## src/hdl/card_recorder_cfg.svh

```systemverilog
// Constants for the card recorder I/O instruction decoder.
// Assumes inclusion by bare name from the design files.
`ifndef CARD_RECORDER_CFG_SVH
`define CARD_RECORDER_CFG_SVH
`define DEV_ADDR 4'hf
`define BLANK_CODE 8'h40
`define STEAL_COUNT 7'h60
`define ST_OFFLINE 0
`define ST_JAM 1
`define ST_FEED 2
`define ST_CODE 4
`define ST_COMPARE 5
`endif

```

## src/hdl/card_recorder_pkg.sv

```systemverilog
// Types for the card recorder I/O instruction decoder.
// Assumes no surroundings beyond the compiler.
package card_recorder_pkg;
    typedef enum logic [2:0] {
        INS_LOAD, INS_TEST, INS_ADVANCE, INS_SENSE, INS_START
    } instr_t;
    typedef enum logic [1:0] {
        OP_DIAG_READ, OP_READ, OP_PUNCH, OP_DIAG_DATA
    } start_op_t;
    typedef enum {
        S_IDLE, S_WAIT, S_STEAL
    } state_t;
endpackage : card_recorder_pkg

```

## src/hdl/card_recorder_io_instruction_decode.sv

```systemverilog
// I/O instruction decoder for the card data recorder attachment.
// Assumes one instruction pulse at a time from the processor channel,
// all inputs synchronous to clk_i.
`include "card_recorder_cfg.svh"

module card_recorder_io_instruction_decode (
    input wire logic clk_i,
    input wire logic rst_i,
    input wire logic ce_i,
    input wire logic instr_valid_i,
    input wire logic [2:0] instr_kind_i,
    input wire logic [7:0] control_byte_i,
    input wire logic control_parity_i,
    input wire logic [7:0] data_byte_i,
    input wire logic [15:0] load_address_i,
    input wire logic recorder_busy_i,
    input wire logic recorder_online_i,
    input wire logic recorder_ready_i,
    input wire logic io_check_i,
    input wire logic transport_jam_i,
    input wire logic feed_fault_i,
    input wire logic bad_card_code_i,
    input wire logic compare_error_i,
    input wire logic transfer_done_i,
    input wire logic [6:0] steals_taken_i,
    input wire logic print_switch_i,
    input wire logic [7:0] echo_byte_i,
    input wire logic steal_grant_i,
    output logic instr_done_o,
    output logic cond_a_o,
    output logic cond_b_o,
    output logic branch_o,
    output logic check_stop_o,
    output logic attention_o,
    output logic [15:0] store_data_o,
    output logic [15:0] transfer_address_register,
    output logic [7:0] recorder_status_byte,
    output logic [7:0] diag_byte_o,
    output logic diag_mode_o,
    output logic [7:0] outbound_bus_register,
    output logic read_cmd_o,
    output logic punch_cmd_o,
    output logic print_enable_o,
    output logic steal_req_o,
    output logic [7:0] steal_data_o
);
    card_recorder_pkg::state_t state, next_state;
    logic [2:0] kind, next_kind;
    logic [7:0] cbyte, next_cbyte;
    logic done, next_done, ca, next_ca, cb, next_cb, br, next_br;
    logic stop, next_stop, attn, next_attn, diag, next_diag, cmp5, next_cmp5;
    logic rd, next_rd, pu, next_pu, pr, next_pr, req, next_req;
    logic [15:0] sdata, next_sdata, tar, next_tar;
    logic [7:0] dbyte, next_dbyte, obr, next_obr, sbyte;
    logic sel, parity_ok, test_cond, busy_any;

    // Decode of address, parity and test condition
    always_comb begin
        sel = (control_byte_i[7:4] == `DEV_ADDR);
        parity_ok = ^{control_byte_i, control_parity_i};
        busy_any = recorder_busy_i | rd | pu | req;
        // Idle decodes the live byte; a looping advance must use the latched one,
        // since the channel no longer holds the control byte once it is taken
        test_cond = ((state == card_recorder_pkg::S_IDLE) ? control_byte_i[1] : cbyte[1]) ? busy_any
            : (io_check_i | ~recorder_ready_i);
        // Status byte: bit 0 of the byte sits on bit 7 of the port
        sbyte = 8'h00;
        sbyte[7 - `ST_OFFLINE] = ~recorder_online_i;
        sbyte[7 - `ST_JAM] = transport_jam_i;
        sbyte[7 - `ST_FEED] = feed_fault_i;
        sbyte[7 - `ST_CODE] = bad_card_code_i;
        sbyte[7 - `ST_COMPARE] = cmp5;
    end

    // Next-state logic of the instruction sequencer
    always_comb begin
        next_state = state;
        next_kind = kind;
        next_cbyte = cbyte;
        next_done = 1'b0;
        next_ca = ca;
        next_cb = cb;
        next_br = 1'b0;
        next_stop = stop;
        next_attn = attn;
        next_diag = diag;
        next_cmp5 = cmp5;
        next_rd = rd;
        next_pu = pu;
        next_pr = pr;
        next_req = req;
        next_sdata = sdata;
        next_tar = tar;
        next_dbyte = dbyte;
        next_obr = obr;
        // Moving to online clears the attention lamp
        if (recorder_online_i) begin
            next_attn = 1'b0;
        end
        // Transfer end drops the recorder commands
        if (transfer_done_i) begin
            next_rd = 1'b0;
            next_pu = 1'b0;
            next_pr = 1'b0;
        end
        case (state)
            card_recorder_pkg::S_IDLE: begin
                // Only an addressed instruction seen while idle is taken
                if (instr_valid_i && sel) begin
                    next_kind = instr_kind_i;
                    next_cbyte = control_byte_i;
                    if (!parity_ok) begin
                        next_stop = 1'b1;
                        next_ca = 1'b1;
                        next_cb = 1'b1;
                        next_done = 1'b1;
                    end else begin
                        next_ca = 1'b0;
                        next_cb = 1'b0;
                        case (instr_kind_i)
                            card_recorder_pkg::INS_TEST: begin
                                next_ca = test_cond;
                                next_cb = ~test_cond;
                                next_br = test_cond;
                                next_done = 1'b1;
                            end
                            card_recorder_pkg::INS_ADVANCE: begin
                                if (control_byte_i[2:0] != 3'h0 && test_cond) begin
                                    next_state = card_recorder_pkg::S_WAIT;
                                end else begin
                                    next_cb = 1'b1;
                                    next_done = 1'b1;
                                end
                            end
                            card_recorder_pkg::INS_SENSE: begin
                                next_sdata = control_byte_i[1] ? {sbyte, dbyte} : tar;
                                next_cb = 1'b1;
                                next_done = 1'b1;
                            end
                            default: begin
                                if (instr_kind_i == card_recorder_pkg::INS_START && !recorder_online_i) begin
                                    next_attn = 1'b1;
                                    next_ca = 1'b1;
                                    next_done = 1'b1;
                                end else if (busy_any) begin
                                    next_state = card_recorder_pkg::S_WAIT;
                                end else begin
                                    next_state = card_recorder_pkg::S_STEAL;
                                end
                            end
                        endcase
                    end
                end
            end
            card_recorder_pkg::S_WAIT: begin
                // Stall loop for a busy load or start, or a looping advance
                if (kind == card_recorder_pkg::INS_ADVANCE) begin
                    if (!test_cond) begin
                        next_cb = 1'b1;
                        next_done = 1'b1;
                        next_state = card_recorder_pkg::S_IDLE;
                    end
                end else if (!busy_any) begin
                    next_state = card_recorder_pkg::S_STEAL;
                end
            end
            card_recorder_pkg::S_STEAL: begin
                // Execute an accepted load or start
                next_state = card_recorder_pkg::S_IDLE;
                next_done = 1'b1;
                if (kind == card_recorder_pkg::INS_LOAD) begin
                    next_tar = load_address_i;
                    next_cb = 1'b1;
                end else if (!recorder_ready_i || !recorder_online_i) begin
                    next_ca = 1'b1;
                end else begin
                    next_cb = 1'b1;
                    next_diag = 1'b0;
                    next_dbyte = 8'h00;
                    next_cmp5 = 1'b0;
                    case (cbyte[1:0])
                        2'h0: next_req = 1'b1;
                        2'h1: next_rd = 1'b1;
                        2'h2: begin
                            next_pu = 1'b1;
                            next_pr = print_switch_i;
                        end
                        default: begin
                            next_diag = 1'b1;
                            next_dbyte = data_byte_i;
                            next_obr = data_byte_i;
                        end
                    endcase
                end
            end
            default: next_state = card_recorder_pkg::S_IDLE;
        endcase
        // Error events follow the decode so that a set beats
        // the clear of a start executing in the same cycle
        if (compare_error_i) begin
            next_cmp5 = 1'b1;
        end
        if (transfer_done_i && (steals_taken_i != `STEAL_COUNT)) begin
            next_cmp5 = 1'b1;
        end
        // Echo from the recorder checked against the outbound byte
        if (diag && (echo_byte_i != obr)) begin
            next_cmp5 = 1'b1;
        end
        // Granted steal drops the request and steps the address
        if (req && steal_grant_i) begin
            next_req = 1'b0;
            next_tar = tar + 16'h0001;
        end
    end

    // State registers
    always_ff @(posedge clk_i) begin
        if (rst_i) begin
            state <= card_recorder_pkg::S_IDLE;
            kind <= 3'h0;
            cbyte <= 8'h00;
            done <= 1'b0;
            ca <= 1'b0;
            cb <= 1'b0;
            br <= 1'b0;
            stop <= 1'b0;
            attn <= 1'b0;
            diag <= 1'b0;
            cmp5 <= 1'b0;
            rd <= 1'b0;
            pu <= 1'b0;
            pr <= 1'b0;
            req <= 1'b0;
            sdata <= 16'h0000;
            tar <= 16'h0000;
            dbyte <= 8'h00;
            obr <= 8'h00;
        end else if (ce_i) begin
            state <= next_state;
            kind <= next_kind;
            cbyte <= next_cbyte;
            done <= next_done;
            ca <= next_ca;
            cb <= next_cb;
            br <= next_br;
            stop <= next_stop;
            attn <= next_attn;
            diag <= next_diag;
            cmp5 <= next_cmp5;
            rd <= next_rd;
            pu <= next_pu;
            pr <= next_pr;
            req <= next_req;
            sdata <= next_sdata;
            tar <= next_tar;
            dbyte <= next_dbyte;
            obr <= next_obr;
        end
    end

    // Outputs
    assign instr_done_o = done;
    assign cond_a_o = ca;
    assign cond_b_o = cb;
    assign branch_o = br;
    assign check_stop_o = stop;
    assign attention_o = attn;
    assign store_data_o = sdata;
    assign transfer_address_register = tar;
    assign recorder_status_byte = sbyte;
    assign diag_byte_o = dbyte;
    assign diag_mode_o = diag;
    assign outbound_bus_register = obr;
    assign read_cmd_o = rd;
    assign punch_cmd_o = pu;
    assign print_enable_o = pr;
    assign steal_req_o = req;
    // Steal data is always the blank code; only diagnostic read steals
    assign steal_data_o = `BLANK_CODE;
endmodule : card_recorder_io_instruction_decode

```

## config.mk

```make
export PLATFORM = sky130hd
export DESIGN_NAME = card_recorder_io_instruction_decode
export DESIGN_NICKNAME = d
export VERILOG_FILES = /design/src/hdl/card_recorder_pkg.sv /design/src/hdl/card_recorder_io_instruction_decode.sv
export VERILOG_INCLUDE_DIRS = /design/src /design/src/hdl
export SDC_FILE = /design/constraint.sdc
export NUM_CORES = 1
export LEC_CHECK = 0
export BUFFER_PORTS_ARGS = -buffer_cell sky130_fd_sc_hd__buf_4
export CAP_MARGIN = 30
export CORE_ASPECT_RATIO = 1.2
export CORE_MARGIN = 1
export CORE_UTILIZATION = 45
export DETAILED_ROUTE_END_ITERATION = 8
export GPL_ROUTABILITY_DRIVEN = 0
export PLACE_DENSITY = 0.74
export SLEW_MARGIN = 20
export SYNTH_ARGS = -nofsm -noshare
export SYNTH_HDL_FRONTEND = slang
export SYNTH_SLANG_ARGS = --single-unit
export TNS_END_PERCENT = 50
```

## constraint.sdc

```tcl
create_clock -name clk_i -period 2.6 [get_ports clk_i]
set_input_delay 0.13 -clock clk_i [delete_from_list [all_inputs] [get_ports clk_i]]
set_output_delay 0.13 -clock clk_i [all_outputs]
set_load 0.05 [all_outputs]
```

# Word-level counts from Yosys, hierarchy flattened
# Index checks and enable logic that the tools add are counted.
[word_totals] reg_bits=97 inputBits=66 out_inout_bits=75
[classes] add_sub_neg=1 eq_ne=28 muxes=76 bitwise=11 n_reduce_logical=36
[ops] op="$mux 32" n=7
[ops] op="$pmux 32 s2" n=2
[ops] op="$logic_not 32->1" n=2
[ops] op="$mux 16" n=4
[ops] op="$mux 1" n=55
[ops] op="$eq 32x1->1 const B" n=1
[ops] op="$eq 32x2->1 const B" n=1
[ops] op="$reduce_and 5->1" n=4
[ops] op="$add 16x1->16 const B" n=1
[ops] op="$ne 2x2->1 const B" n=7
[ops] op="$ne 3x3->1 const B" n=4
[ops] op="$reduce_and 4->1" n=3
[ops] op="$eq 3x2->1 const B" n=3
[ops] op="$pmux 1 s3" n=3
[ops] op="$reduce_xor 9->1" n=1
[ops] op="$mux 8" n=1
[ops] op="$ne 4x2->1 const B" n=2
[ops] op="$ne 8x8->1" n=1
[ops] op="$reduce_and 8->1" n=1
[ops] op="$reduce_bool 2->1" n=4
[ops] op="$ne 7x7->1 const B" n=1
[ops] op="$not 1->1" n=7
[ops] op="$logic_and 1x1->1" n=6
[ops] op="$pmux 1 s2" n=3
[ops] op="other kinds (19)" n=28

# Depth between registers and ports, before layout
# Gate-level depths: netlist of run 1.
[logic_depth] word_depth=10 ltp_mapped=8

# Worst setup path after synthesis of run 1
# No wires, ideal clock.
[synth_path] path_kind="register -> register" from="register state[1]" to="register done, in the netlist instr_done_o" setup_time_ps=80 arrival_time_ps=2016 slack_ps=504 path_stages_with_launch=8 cell_sequence="dfxtp_1 inv_1 ha_1 mux2i_1 a22o_2 nor4_2 or3b_1 a211oi_2"
[synth_between] elab_chain_len=9 elab_cells_between_ends=14 classes_between="eq/ne: 2; mux: 9; reduce/logical: 3"
[synth_lines] item="from (decl)" line="card_recorder_io_instruction_decode.sv:47" source="card_recorder_pkg::state_t state, next_state;"
[synth_lines] item="from (signal assigned)" line="card_recorder_io_instruction_decode.sv:220" source="state <= card_recorder_pkg::S_IDLE;"
[synth_lines] item="from (signal assigned)" line="card_recorder_io_instruction_decode.sv:240" source="state <= next_state;"
[synth_lines] item="$logic_not 32->1" line="card_recorder_io_instruction_decode.sv:64" source="test_cond = ((state == card_recorder_pkg::S_IDLE) ? control_byte_i[1] : cbyte[1]) ? busy_any"
[synth_lines] item="$mux 1 (2 in series)" line="card_recorder_io_instruction_decode.sv:64"
[synth_lines] item="$logic_and 1x1->1" line="card_recorder_io_instruction_decode.sv:128" source="if (control_byte_i[2:0] != 3'h0 && test_cond) begin"
[synth_lines] item="$mux 1" line="card_recorder_io_instruction_decode.sv:128"
[synth_lines] item="$pmux 1 s2" line="card_recorder_io_instruction_decode.sv:120" source="case (instr_kind_i)"
[synth_lines] item="$mux 1" line="card_recorder_io_instruction_decode.sv:112" source="if (!parity_ok) begin"
[synth_lines] item="$mux 1" line="card_recorder_io_instruction_decode.sv:109" source="if (instr_valid_i && sel) begin"
[synth_lines] item="$pmux 1 s3 (*)" line="card_recorder_io_instruction_decode.sv:106" source="case (state)"
[synth_lines] item="to (signal assigned)" line="card_recorder_io_instruction_decode.sv:243" source="done <= next_done;"
[synth_lines] item="to (decl)" line="card_recorder_io_instruction_decode.sv:50" source="logic done, next_done, ca, next_ca, cb, next_cb, br, next_br;"
# Mark *: on every way between the ends. The rest lies on a longest branch, timed or not.
# A chain may end at the register's enable or synchronous reset.

# Worst setup path after layout of run 1
# Same ends and word-level chain as after synthesis.

==> summary.md, run 1 <==
| Metric | Value |
|---|---|
| Outcome | complete, no violations |
| Share of cells above drive strength 1 | 29.77% |
| Pwr dens | 518.6 nW/µm² |
| Tot GR Track Use | 25.61% |
| Port bufs | 129 |
| DIE AREA | 9065 µm² |
| Vias per cell | 5.819 |
| Io pins | 141 |
| Min-delay worst type | in2reg |
| Wire length per cell | 16.64 µm |
| Detailed Routing Iterations Pass 1 | 5 |
| Min Tclk post-route | 2368 ps |
| Crit end category | register |
| Total gr overflow | 0 |
| Global-route wire length before repair | 18.31 mm |
| Gate Count Post-Synth | 486 |
| Vias | 4143 |
| Most common cell after layout, fill and taps aside | buf_4 |
| CTS tree | yes |
| Drt first-iter violations | 294 |
| Ant diodes | 0 |
| Slew HR | 49.73% |
| CTS Hold Bufs | 0 |
| Total negative slack | 0 ps |
| Period utilization | 91.10% |
| Cell area after synthesis | 3909 µm² |
| VDD IR max | 0.0003217 V |
| Post-synth EDFFs | 0 |
| Leak | 2.048 nW |
| TritonCTS buffer count | 9 |
| H-tree depth | 3 |
| Initial antenna violation count | 0 |
| CTS clk-pin slew, worst paths | 80 ps |
| Data arrival time of the critical path | 2640 ps |
| Die Span X | 87.08 µm |
| Clock Skew | 6.593 ps |
| Synth async-reset ratio | 0% |
| Antenna-violating nets left | 0 |
| Fmax | 422.2 MHz |
| Core Area | 8288 µm² |
| Syn avg cell area | 8.043 µm² |
| Area grow syn2layout | 29.80% |
| Row count | 36 |
| DR DRC count | 0 |
| Setup repair after global routing missed its margin | false |
| Vias in the first global route | 3772 |
| Final hold vios | 0 |
| Worst-path maximum fanout | 6 |
| Max-Cap Viols | 0 |
| Die Y | 104.1 µm |
| Final slew viol count | 0 |
| Most used DFF post-synth | dfxtp_1 |
| Total Wirelength | 11.85 mm |
| CTS max path bufs | 2 |
| Seq/Total Area, Yosys | 34.31% |
| Startpoint types | register |
| CP Class | reg2reg |
| Postcts setup bufs | 0 |
| Worst-margin pin slew | 752.2 ps |
| CP Data Required Time | 2870 ps |
| Yosys Warn Count | 0 |
| Most frequent cells in the layout | 138 x buf_4, 67 x dfxtp_1, 62 x nand2_1 |
| Placed inst area | 4865 µm² |
| Clock Sink Count | 67 |
| FF+latch count, synth | 67 |
| Clock latency on the worst-skew pair | 350 ps |
| Distinct cells, synth | 70 |
| Starting Density | 47.16% |
| Post-route cell area | 5074 µm² |
| CTS root buf | clkbuf_8 |
| CTS resizes | 0 |
| Final setup fails | 0 |
| Fin nets | 664 |
| Largest net degree at the start of global routing | 70 |
| Hpwl dp | 8.606 mm |
worst max-delay path: stages (launching register included):
cell and delay [ps]:
dfxtp_1 330, inv_1 120, ha_1 280, mux2i_1 560, a22o_2 290, nor4_2 80
or3b_1 420, a211oi_2 210
registers in the layout, indices dropped and copies added, names as in the netlist:
signal / cells
print_enable_o: 1
state: 2
kind: 3
attention_o: 1
diag_byte_o: 8
instr_done_o: 1
store_data_o: 16
check_stop_o: 1
diag_mode_o: 1
cmp5: 1
outbound_bus_register: 8
cond_a_o: 1
cond_b_o: 1
transfer_address_register: 16
branch_o: 1
punch_cmd_o: 1
cbyte: 2
read_cmd_o: 1
steal_req_o: 1
layout make-up:
| cell class | count | area [µm²] |
|---|---|---|
| fill | 795 | 3214 |
| clock buffer | 11 | 131.4 |
| inverter | 6 | 22.52 |
| sequential | 67 | 1341 |
| tap | 114 | 142.6 |
| clock inverter | 5 | 77.57 |
| multi-input combinational | 371 | 2322 |
| timing repair buffer | 138 | 1036 |
final timing paths:
check,start,endpoint,slack (ps),cells after the start
min,data_byte_i[4],diag_byte_o[4],60,3
min reg2reg,branch_o,branch_o,460,2
max reg2reg,state[1],instr_done_o,230,7
max,state[1],instr_done_o,230,7
cell usage after synthesis, drive strengths merged (4+ instances only):
cell type	n	area [µm²]
nor4	15	115.1
nand4	9	56.30
and2	4	25.02
and3	5	31.28
a31oi	17	106.4
nor2	30	112.6
dfxtp	67	1341
o21ai	20	100.1
nor2b	4	25.02
a22oi	5	37.54
mux2	12	135.1
a21o	6	45.04
nor3	26	141.4
clkbuf	29	108.9
nand2b	4	25.02
a21oi	50	250.2
o21a	4	30.03
inv	6	22.52
nand3	9	45.04
o31ai	7	57.55
nand2	62	232.7
ha	5	62.56
a211oi	6	50.05
buf	22	147.7
xnor2	13	140.1
power breakdown:
part / switching, mW / internal, mW
clock: 0.408 / 0.538
combinational: 0.385 / 0.235
sequential: 0.0225 / 1.04
kinds of logic after synthesis:
kind of cell / Yosys count / synth area share [%]
xor gates and xnor gates: 16 / 5.410
AOI/OAI and AO/OA: 135 / 21.99
adders and majority gates: 5 / 1.601
other: 2 / 0.1921
DFF: 67 / 34.32
buffers and inverters: 57 / 7.138
muxes: 14 / 3.969
and+or+nand+nor: 190 / 25.38
metrics by stage:
stage | util (%) | cells | worst slack (ps) | power, mW | hold WS, ps
detailed placement | 58.70 | 696 | 274.6 | 1.696 | 413.7
CTS | 61.22 | 712 | 260.0 | 2.621 | 50.91
floorplan | - | 495 | 504.4 | 1.529 | 266.0
global placement | 58.70 | 696 | 389.3 | 1.686 | 394.3
finish | 61.22 | 712 | 231.5 | 2.631 | 57.41
global route | 61.22 | 712 | 76.06 | 2.717 | 55.45
layer usage:
metal / share of wire (%) / GRT usage [%]
met2: 50 / 43.19
met3: 7.5 / 3.651
met5: 0 / 0
met1: 40 / 31.90
met4: 2.9 / 11.19
No activity file was read; power rests on OpenSTA's default activity.
==> inputs of run 2 (changes only) <==
==> constraint.sdc (replaced) <==
create_clock -name clk_i -period 2.8 [get_ports clk_i]
set_input_delay 0.14 -clock clk_i [delete_from_list [all_inputs] [get_ports clk_i]]
set_output_delay 0.14 -clock clk_i [all_outputs]
set_load 0.05 [all_outputs]
==> summary.md, run 2 (same netlist as run 1, synthesis figures left out) <==
| Metric | Value |
|---|---|
| Outcome | complete, no violations |
| Data arrival time of the critical path | 2670 ps (+30 ps) |
| Drt first-iter violations | 311 (+5.8%) |
| Hold Startpoint | print_switch_i |
| Area grow syn2layout | 28.65% |
| Worst-margin pin slew | 819.9 ps (+67.67 ps) |
| Final setup fails | 0 (unchanged) |
| Antenna-violating nets left | 0 (unchanged) |
| Io pins | 141 (unchanged) |
| # fillers | 825 (+3.8%) |
| Startpoint types | register |
| Placed cell count | 694 (-0.29%) |
| Setup WS post-layout | 403.3 ps (+171.8 ps) |
| Clock latency on the worst-skew pair | 360 ps (about the same) |
| Port bufs | 129 (unchanged) |
| Worst-path maximum fanout | 6 (unchanged) |
| Storage cell area | 1341 µm² (unchanged) |
| Placed inst area | 4850 µm² (-0.31%) |
| P_sw | 752.2 µW (-7.8%) |
| CTS Hold Bufs | 0 (unchanged) |
| Fmax | 417.2 MHz (-1.2%) |
| Clock Sink Count | 67 (unchanged) |
| Gate power share | 24.5% (+1.0 points) |
| CTS clk-pin slew, worst paths | 80 ps (about the same) |
| Slew HR | 44.92% (-4.8 points) |
| CTS max path bufs | 2 (unchanged) |
| VDD IR max | 0.0002357 V (-27%) |
| Total Wirelength | 11.59 mm (-2.2%) |
| Finished Layout Cells | 710 (-0.28%) |
| Vias per cell | 5.756 (-1.1%) |
| Crit end category | register |
| CP Data Required Time | 3070 ps (+200 ps) |
| Ant diodes | 0 (unchanged) |
| Die Span X | 87.08 µm (unchanged) |
| TritonCTS buffer count | 9 (unchanged) |
| Period utilization | 85.60% (-5.5 points) |
| Vias in the first global route | 3702 (-1.9%) |
| Hold Path Cell Cnt | 3 (unchanged) |
| Reg2Reg Depth | 7 (unchanged) |
| DR DRC count | 0 (unchanged) |
| Total negative slack | 0 ps (unchanged) |
| CP Class | reg2reg |
| WHS Endpoint | print_enable_o |
| Worst r2r src | state[1] |
| Clock Skew | 10.46 ps (+3.871 ps) |
| Area occupied by multi-input gates | 2322 µm² (unchanged) |
| Reg-to-Reg End | state[1] |
| Max-Cap Viols | 0 (unchanged) |
| Core Area | 8288 µm² (unchanged) |
| Setup repair after global routing missed its margin | false |
| Final hold vios | 0 (unchanged) |
| DR WL met2 | 5.977 mm (+1.9%) |
| Final slew viol count | 0 (unchanged) |
| Largest net degree at the start of global routing | 70 (unchanged) |
| Fin nets | 662 (-0.30%) |
| Reg power frac | 43.0% (+2.5 points) |
| Routed met1 length | 4.630 mm (-2.4%) |
| Leak | 2.029 nW (-0.94%) |
| Global-route wire length before repair | 18.52 mm (+1.1%) |
| Row count | 36 (unchanged) |
| Post-route cell area | 5029 µm² (-0.89%) |
| Share of cells above drive strength 1 | 29.87% (+0.10 points) |
| Min-delay worst type | in2reg |
| Met3 Routed Length | 743 µm (-16%) |
| CTS resizes | 0 (unchanged) |
| Total internal power | 1.549 mW (-15%) |
| Die Y | 104.1 µm (unchanged) |
| DIE AREA | 9065 µm² (unchanged) |
| CTS tree | yes |
| Clock power frac | 32.4% (-3.5 points) |
| Wire length per cell | 16.32 µm (-1.9%) |
| Min Tclk post-route | 2397 ps (+28.22 ps) |
| Total gr overflow | 0 (unchanged) |
| H-tree depth | 3 (unchanged) |
| Vias | 4087 (-1.4%) |
| Postcts setup bufs | 0 (unchanged) |
| Post-Place Worst Slack | 442.8 ps (+168.1 ps) |
| R2R Setup Slk | 400 ps (+170 ps) |
| Hpwl dp | 8.512 mm (-1.1%) |
| Initial antenna violation count | 0 (unchanged) |
| Pwr dens | 457.6 nW/µm² (-12%) |
| CTS root buf | clkbuf_8 |
| Sw Share | 32.69% (+1.7 points) |
| Most frequent cells in the layout | 136 x buf_4, 67 x dfxtp_1, 62 x nand2_1 |
| Starting Density | 47.16% (unchanged) |
| Most common cell after layout, fill and taps aside | buf_4 |
| Detailed Routing Iterations Pass 1 | 4 (-1) |
| Uppermost layer routed | met4 |
| Tot GR Track Use | 26.04% (+0.44 points) |
[run 2: area by class of cell]
type | count | share of cell area, %
Tap cell | 114 | 2.837
Multi-Input combinational cell | 371 | 46.18
Clock buffer | 11 | 3.011
Timing Repair Buffer | 136 | 20.30
Clock inverter | 5 | 0.5474
Sequential cell | 67 | 26.67
Inverter | 6 | 0.4479
[run 2: worst max-delay path by stage]
stage                                    to  slack (ps)      from
2_1_floorplan                  instr_done_o         700  state[1]
3_3_place_gp                   instr_done_o         590  state[1]
3_5_place_dp                       state[1]         440  state[1]
4_1_cts                            state[1]         420  state[1]
5_1_grt        transfer_address_register[7]         220  state[0]
6_report                           state[1]         400  state[1]
[run 2: critical path, stage by stage (launching register included)]
cell and delay (ps):
dfxtp_1 340, inv_1 120, ha_1 280, mux2i_1 550
nor3_4 110, nor4_2 480, o31ai_2 140, a221oi_2 290
[run 2: through the flow]
stage          power (mW)  util [%]  hold slack (ps)
6_report            2.301     60.67            44.90
5_1_grt             2.390     60.67            55.05
4_1_cts             2.304     60.67            38.49
3_5_place_dp        1.571     58.51            410.7
3_3_place_gp        1.562     58.51            404.7
2_1_floorplan       1.419         -            276.0
[run 2: metal layers]
metal | global-route usage (%) | vias to the layer above
li1 | - | 1965
met1 | 33.05 | 1946
met2 | 43.31 | 158
met3 | 4.683 | 18
met4 | 9.762 | 0
met5 | 0 | -
[run 2: power groups by stage]
stage / combinational (mW) / clock [mW] / sequential (mW)
floorplan: 0.375 / 0 / 1.04
global placement: 0.552 / 0 / 1.01
detailed placement: 0.559 / 0 / 1.01
CTS: 0.561 / 0.753 / 0.990
global route: 0.604 / 0.793 / 0.993
finish: 0.565 / 0.746 / 0.991
==> inputs of run 3 (changes only) <==
--- a/config.mk
+++ b/config.mk
@@ -13,7 +13,8 @@
 export CORE_UTILIZATION = 45
 export DETAILED_ROUTE_END_ITERATION = 8
 export GPL_ROUTABILITY_DRIVEN = 0
-export PLACE_DENSITY = 0.74
+export HOLD_SLACK_MARGIN = 0.12
+export PLACE_DENSITY = 0.85
 export SLEW_MARGIN = 20
 export SYNTH_ARGS = -nofsm -noshare
 export SYNTH_HDL_FRONTEND = slang
==> summary.md, run 3 (same netlist as run 1, synthesis figures left out) <==
| Metric | Value |
|---|---|
| DR DRC count | 0 (unchanged) |
| Crit. Startpoint | state[0] |
| CTS clk-pin slew, worst paths | 70 ps (about the same) |
| Port bufs | 129 (unchanged) |
| Ant diodes | 0 (unchanged) |
| Total power | 2.439 mW (+6.0%) |
| WHS Endpoint | transfer_address_register[5] |
| CTS tree | yes |
| Total gr overflow | 0 (unchanged) |
| Post-route cell area | 5205 µm² (+3.5%) |
| Die Y | 104.1 µm (unchanged) |
| Wire length per cell | 16.52 µm (+1.2%) |
| Max-Cap Viols | 0 (unchanged) |
| Initial antenna violation count | 0 (unchanged) |
| Io pins | 141 (unchanged) |
| CP Data Required Time | 3060 ps (about the same) |
| CP delay by family, top | simple AND/OR/NAND/NOR gates |
| Most common cell after layout, fill and taps aside | buf_4 |
| Clock Sink Count | 67 (unchanged) |
| Hold slack | 165.9 ps (+121.0 ps) |
| CP Class | reg2reg |
| Vias in the first global route | 3929 (+6.1%) |
| Outcome | complete, no violations |
| Slew HR | 42.90% (-2.0 points) |
| Core Area | 8288 µm² (unchanged) |
| Area grow syn2layout | 33.16% |
| Clock latency on the worst-skew pair | 350 ps (about the same) |
| CTS resizes | 0 (unchanged) |
| Slowest-stage cell, CP | mux2i_1 |
| Fin nets | 676 (+2.1%) |
| Max incr delay on CP | 540 ps (about the same) |
| Reg power frac | 40.6% (-2.4 points) |
| Pwr dens | 468.5 nW/µm² (+2.4%) |
| R2R Setup Slk | 420 ps (+20 ps) |
| Crit end category | register |
| Largest net degree at the start of global routing | 70 (unchanged) |
| Fmax | 420.8 MHz (+0.86%) |
| Gate power share | 24.1% (-0.4 points) |
| Data arrival time of the critical path | 2640 ps (-30 ps) |
| Most frequent cells in the layout | 135 x buf_4, 67 x dfxtp_1, 62 x nand2_1 |
| Hold Path Cell Cnt | 5 (+2) |
| Min Tclk post-route | 2376 ps (-20.51 ps) |
| Min-delay worst type | in2reg |
| Starting Density | 47.16% (unchanged) |
| Drt first-iter violations | 337 (+8.4%) |
| VDD IR max | 0.0002954 V (+25%) |
| Die Span X | 87.08 µm (unchanged) |
| Final setup fails | 0 (unchanged) |
| Share of cells above drive strength 1 | 28.74% (-1.1 points) |
| Antenna-violating nets left | 0 (unchanged) |
| DIE AREA | 9065 µm² (unchanged) |
| Clock power frac | 35.3% (+2.9 points) |
| Final hold vios | 0 (unchanged) |
| Global-route wire length before repair | 19.02 mm (+2.7%) |
| Final slew viol count | 0 (unchanged) |
| Sw Share | 30.10% (-2.6 points) |
| Vias | 4219 (+3.2%) |
| CTS root buf | clkbuf_8 |
| Vias per cell | 5.835 (+1.4%) |
| Detailed Routing Iterations Pass 1 | 4 (unchanged) |
| CP Buf/Inv Count | 1 (unchanged) |
| Worst r2r src | state[0] |
| H-tree depth | 3 (unchanged) |
| Startpoint types | register |
| Hold Startpoint | load_address_i[5] |
| Hpwl dp | 8.452 mm (-0.70%) |
| Reg-to-Reg End | state[0] |
| Worst-path maximum fanout | 6 (unchanged) |
| P_sw | 733.9 µW (-2.4%) |
| Period utilization | 84.86% (-0.73 points) |
| Tot GR Track Use | 26.70% (+0.66 points) |
| Placed inst area | 4842 µm² (-0.15%) |
| CTS max path bufs | 2 (unchanged) |
| Leak | 2.100 nW (+3.5%) |
| TritonCTS buffer count | 9 (unchanged) |
| Worst-path cell chain | inv_1, ha_1, mux2i_1, a22o_2, nor4_2, or4_1, o221ai_1 |
| Clock Skew | 7.592 ps (-2.871 ps) |
| Total Wirelength | 11.95 mm (+3.1%) |
| Total negative slack | 0 ps (unchanged) |
| Row count | 36 (unchanged) |
| Worst-margin pin slew | 856.5 ps (+36.63 ps) |
| Total internal power | 1.705 mW (+10%) |
| Reg2Reg Depth | 7 (unchanged) |
| Setup repair after global routing missed its margin | false |
[run 3: changes by cell type in the layout (fill, tap and decap cells not counted), sizes merged]
| cell | delta |
|---|---|
| dlygate4sd3 | +15 |
| buf | -1 |
| clkinvlp | -1 |
| clkbuf | +3 |
| clkinv | -4 |
| bufinv | +1 |
[run 3: worst register-to-register path, stage by stage (launching register included)]
cell and delay, ps:
dfxtp_1 350, inv_1 100, ha_1 290, mux2i_1 550, a22o_2 290, nor4_2 80, or4_1 530, o221ai_1 100
[run 3: final cells by class]
class / count / area [µm²]
clock buffers: 14 / 182.7
clock inverters: 1 / 30.03
fillers: 710 / 3083
inverters: 6 / 22.52
multi-input cells: 371 / 2322
flip-flops and latches: 67 / 1341
well taps: 114 / 142.6
repair buffers: 150 / 1164
[run 3: worst max path at each step]
stage,end,depth (start not counted),slack (ps)
after global placement,instr_done_o,7,590
final,state[0],7,420
after global routing,state[1],7,240
after floorplan,instr_done_o,7,700
after CTS,instr_done_o,7,450
after detailed placement,instr_done_o,7,460
[run 3: repair_timing]
item | CTS | global route
setup buffers | 0 | 0
hold buffers | 15 | 0
endpoints found under the hold margin | 23 | 0
[run 3: per-stage QoR]
step | setup WS [ps] | utilization (%) | std cells
finish | 423.8 | 62.80 | 723
global placement | 586.1 | 58.42 | 693
CTS | 445.5 | 62.80 | 723
global route | 235.6 | 62.80 | 723
detailed placement | 463.9 | 58.42 | 693
floorplan | 704.4 | - | 495
[run 3: power groups by stage]
| stage | combinational [mW] | clock (mW) | sequential (mW) |
|---|---|---|---|
| 5_1_grt | 0.628 | 0.911 | 0.992 |
| 3_5_place_dp | 0.559 | 0 | 1.01 |
| 3_3_place_gp | 0.545 | 0 | 1.01 |
| 6_report | 0.587 | 0.861 | 0.990 |
| 4_1_cts | 0.579 | 0.866 | 0.990 |
| 2_1_floorplan | 0.375 | 0 | 1.04 |
[run 3: metal layers]
layer	up-vias	part of all wire (%)	global-route usage, %
li1	1993	-	-
met1	1949	39	32.18
met2	229	50	44.04
met3	48	7.3	4.603
met4	0	4.0	15.24
met5	-	0	0
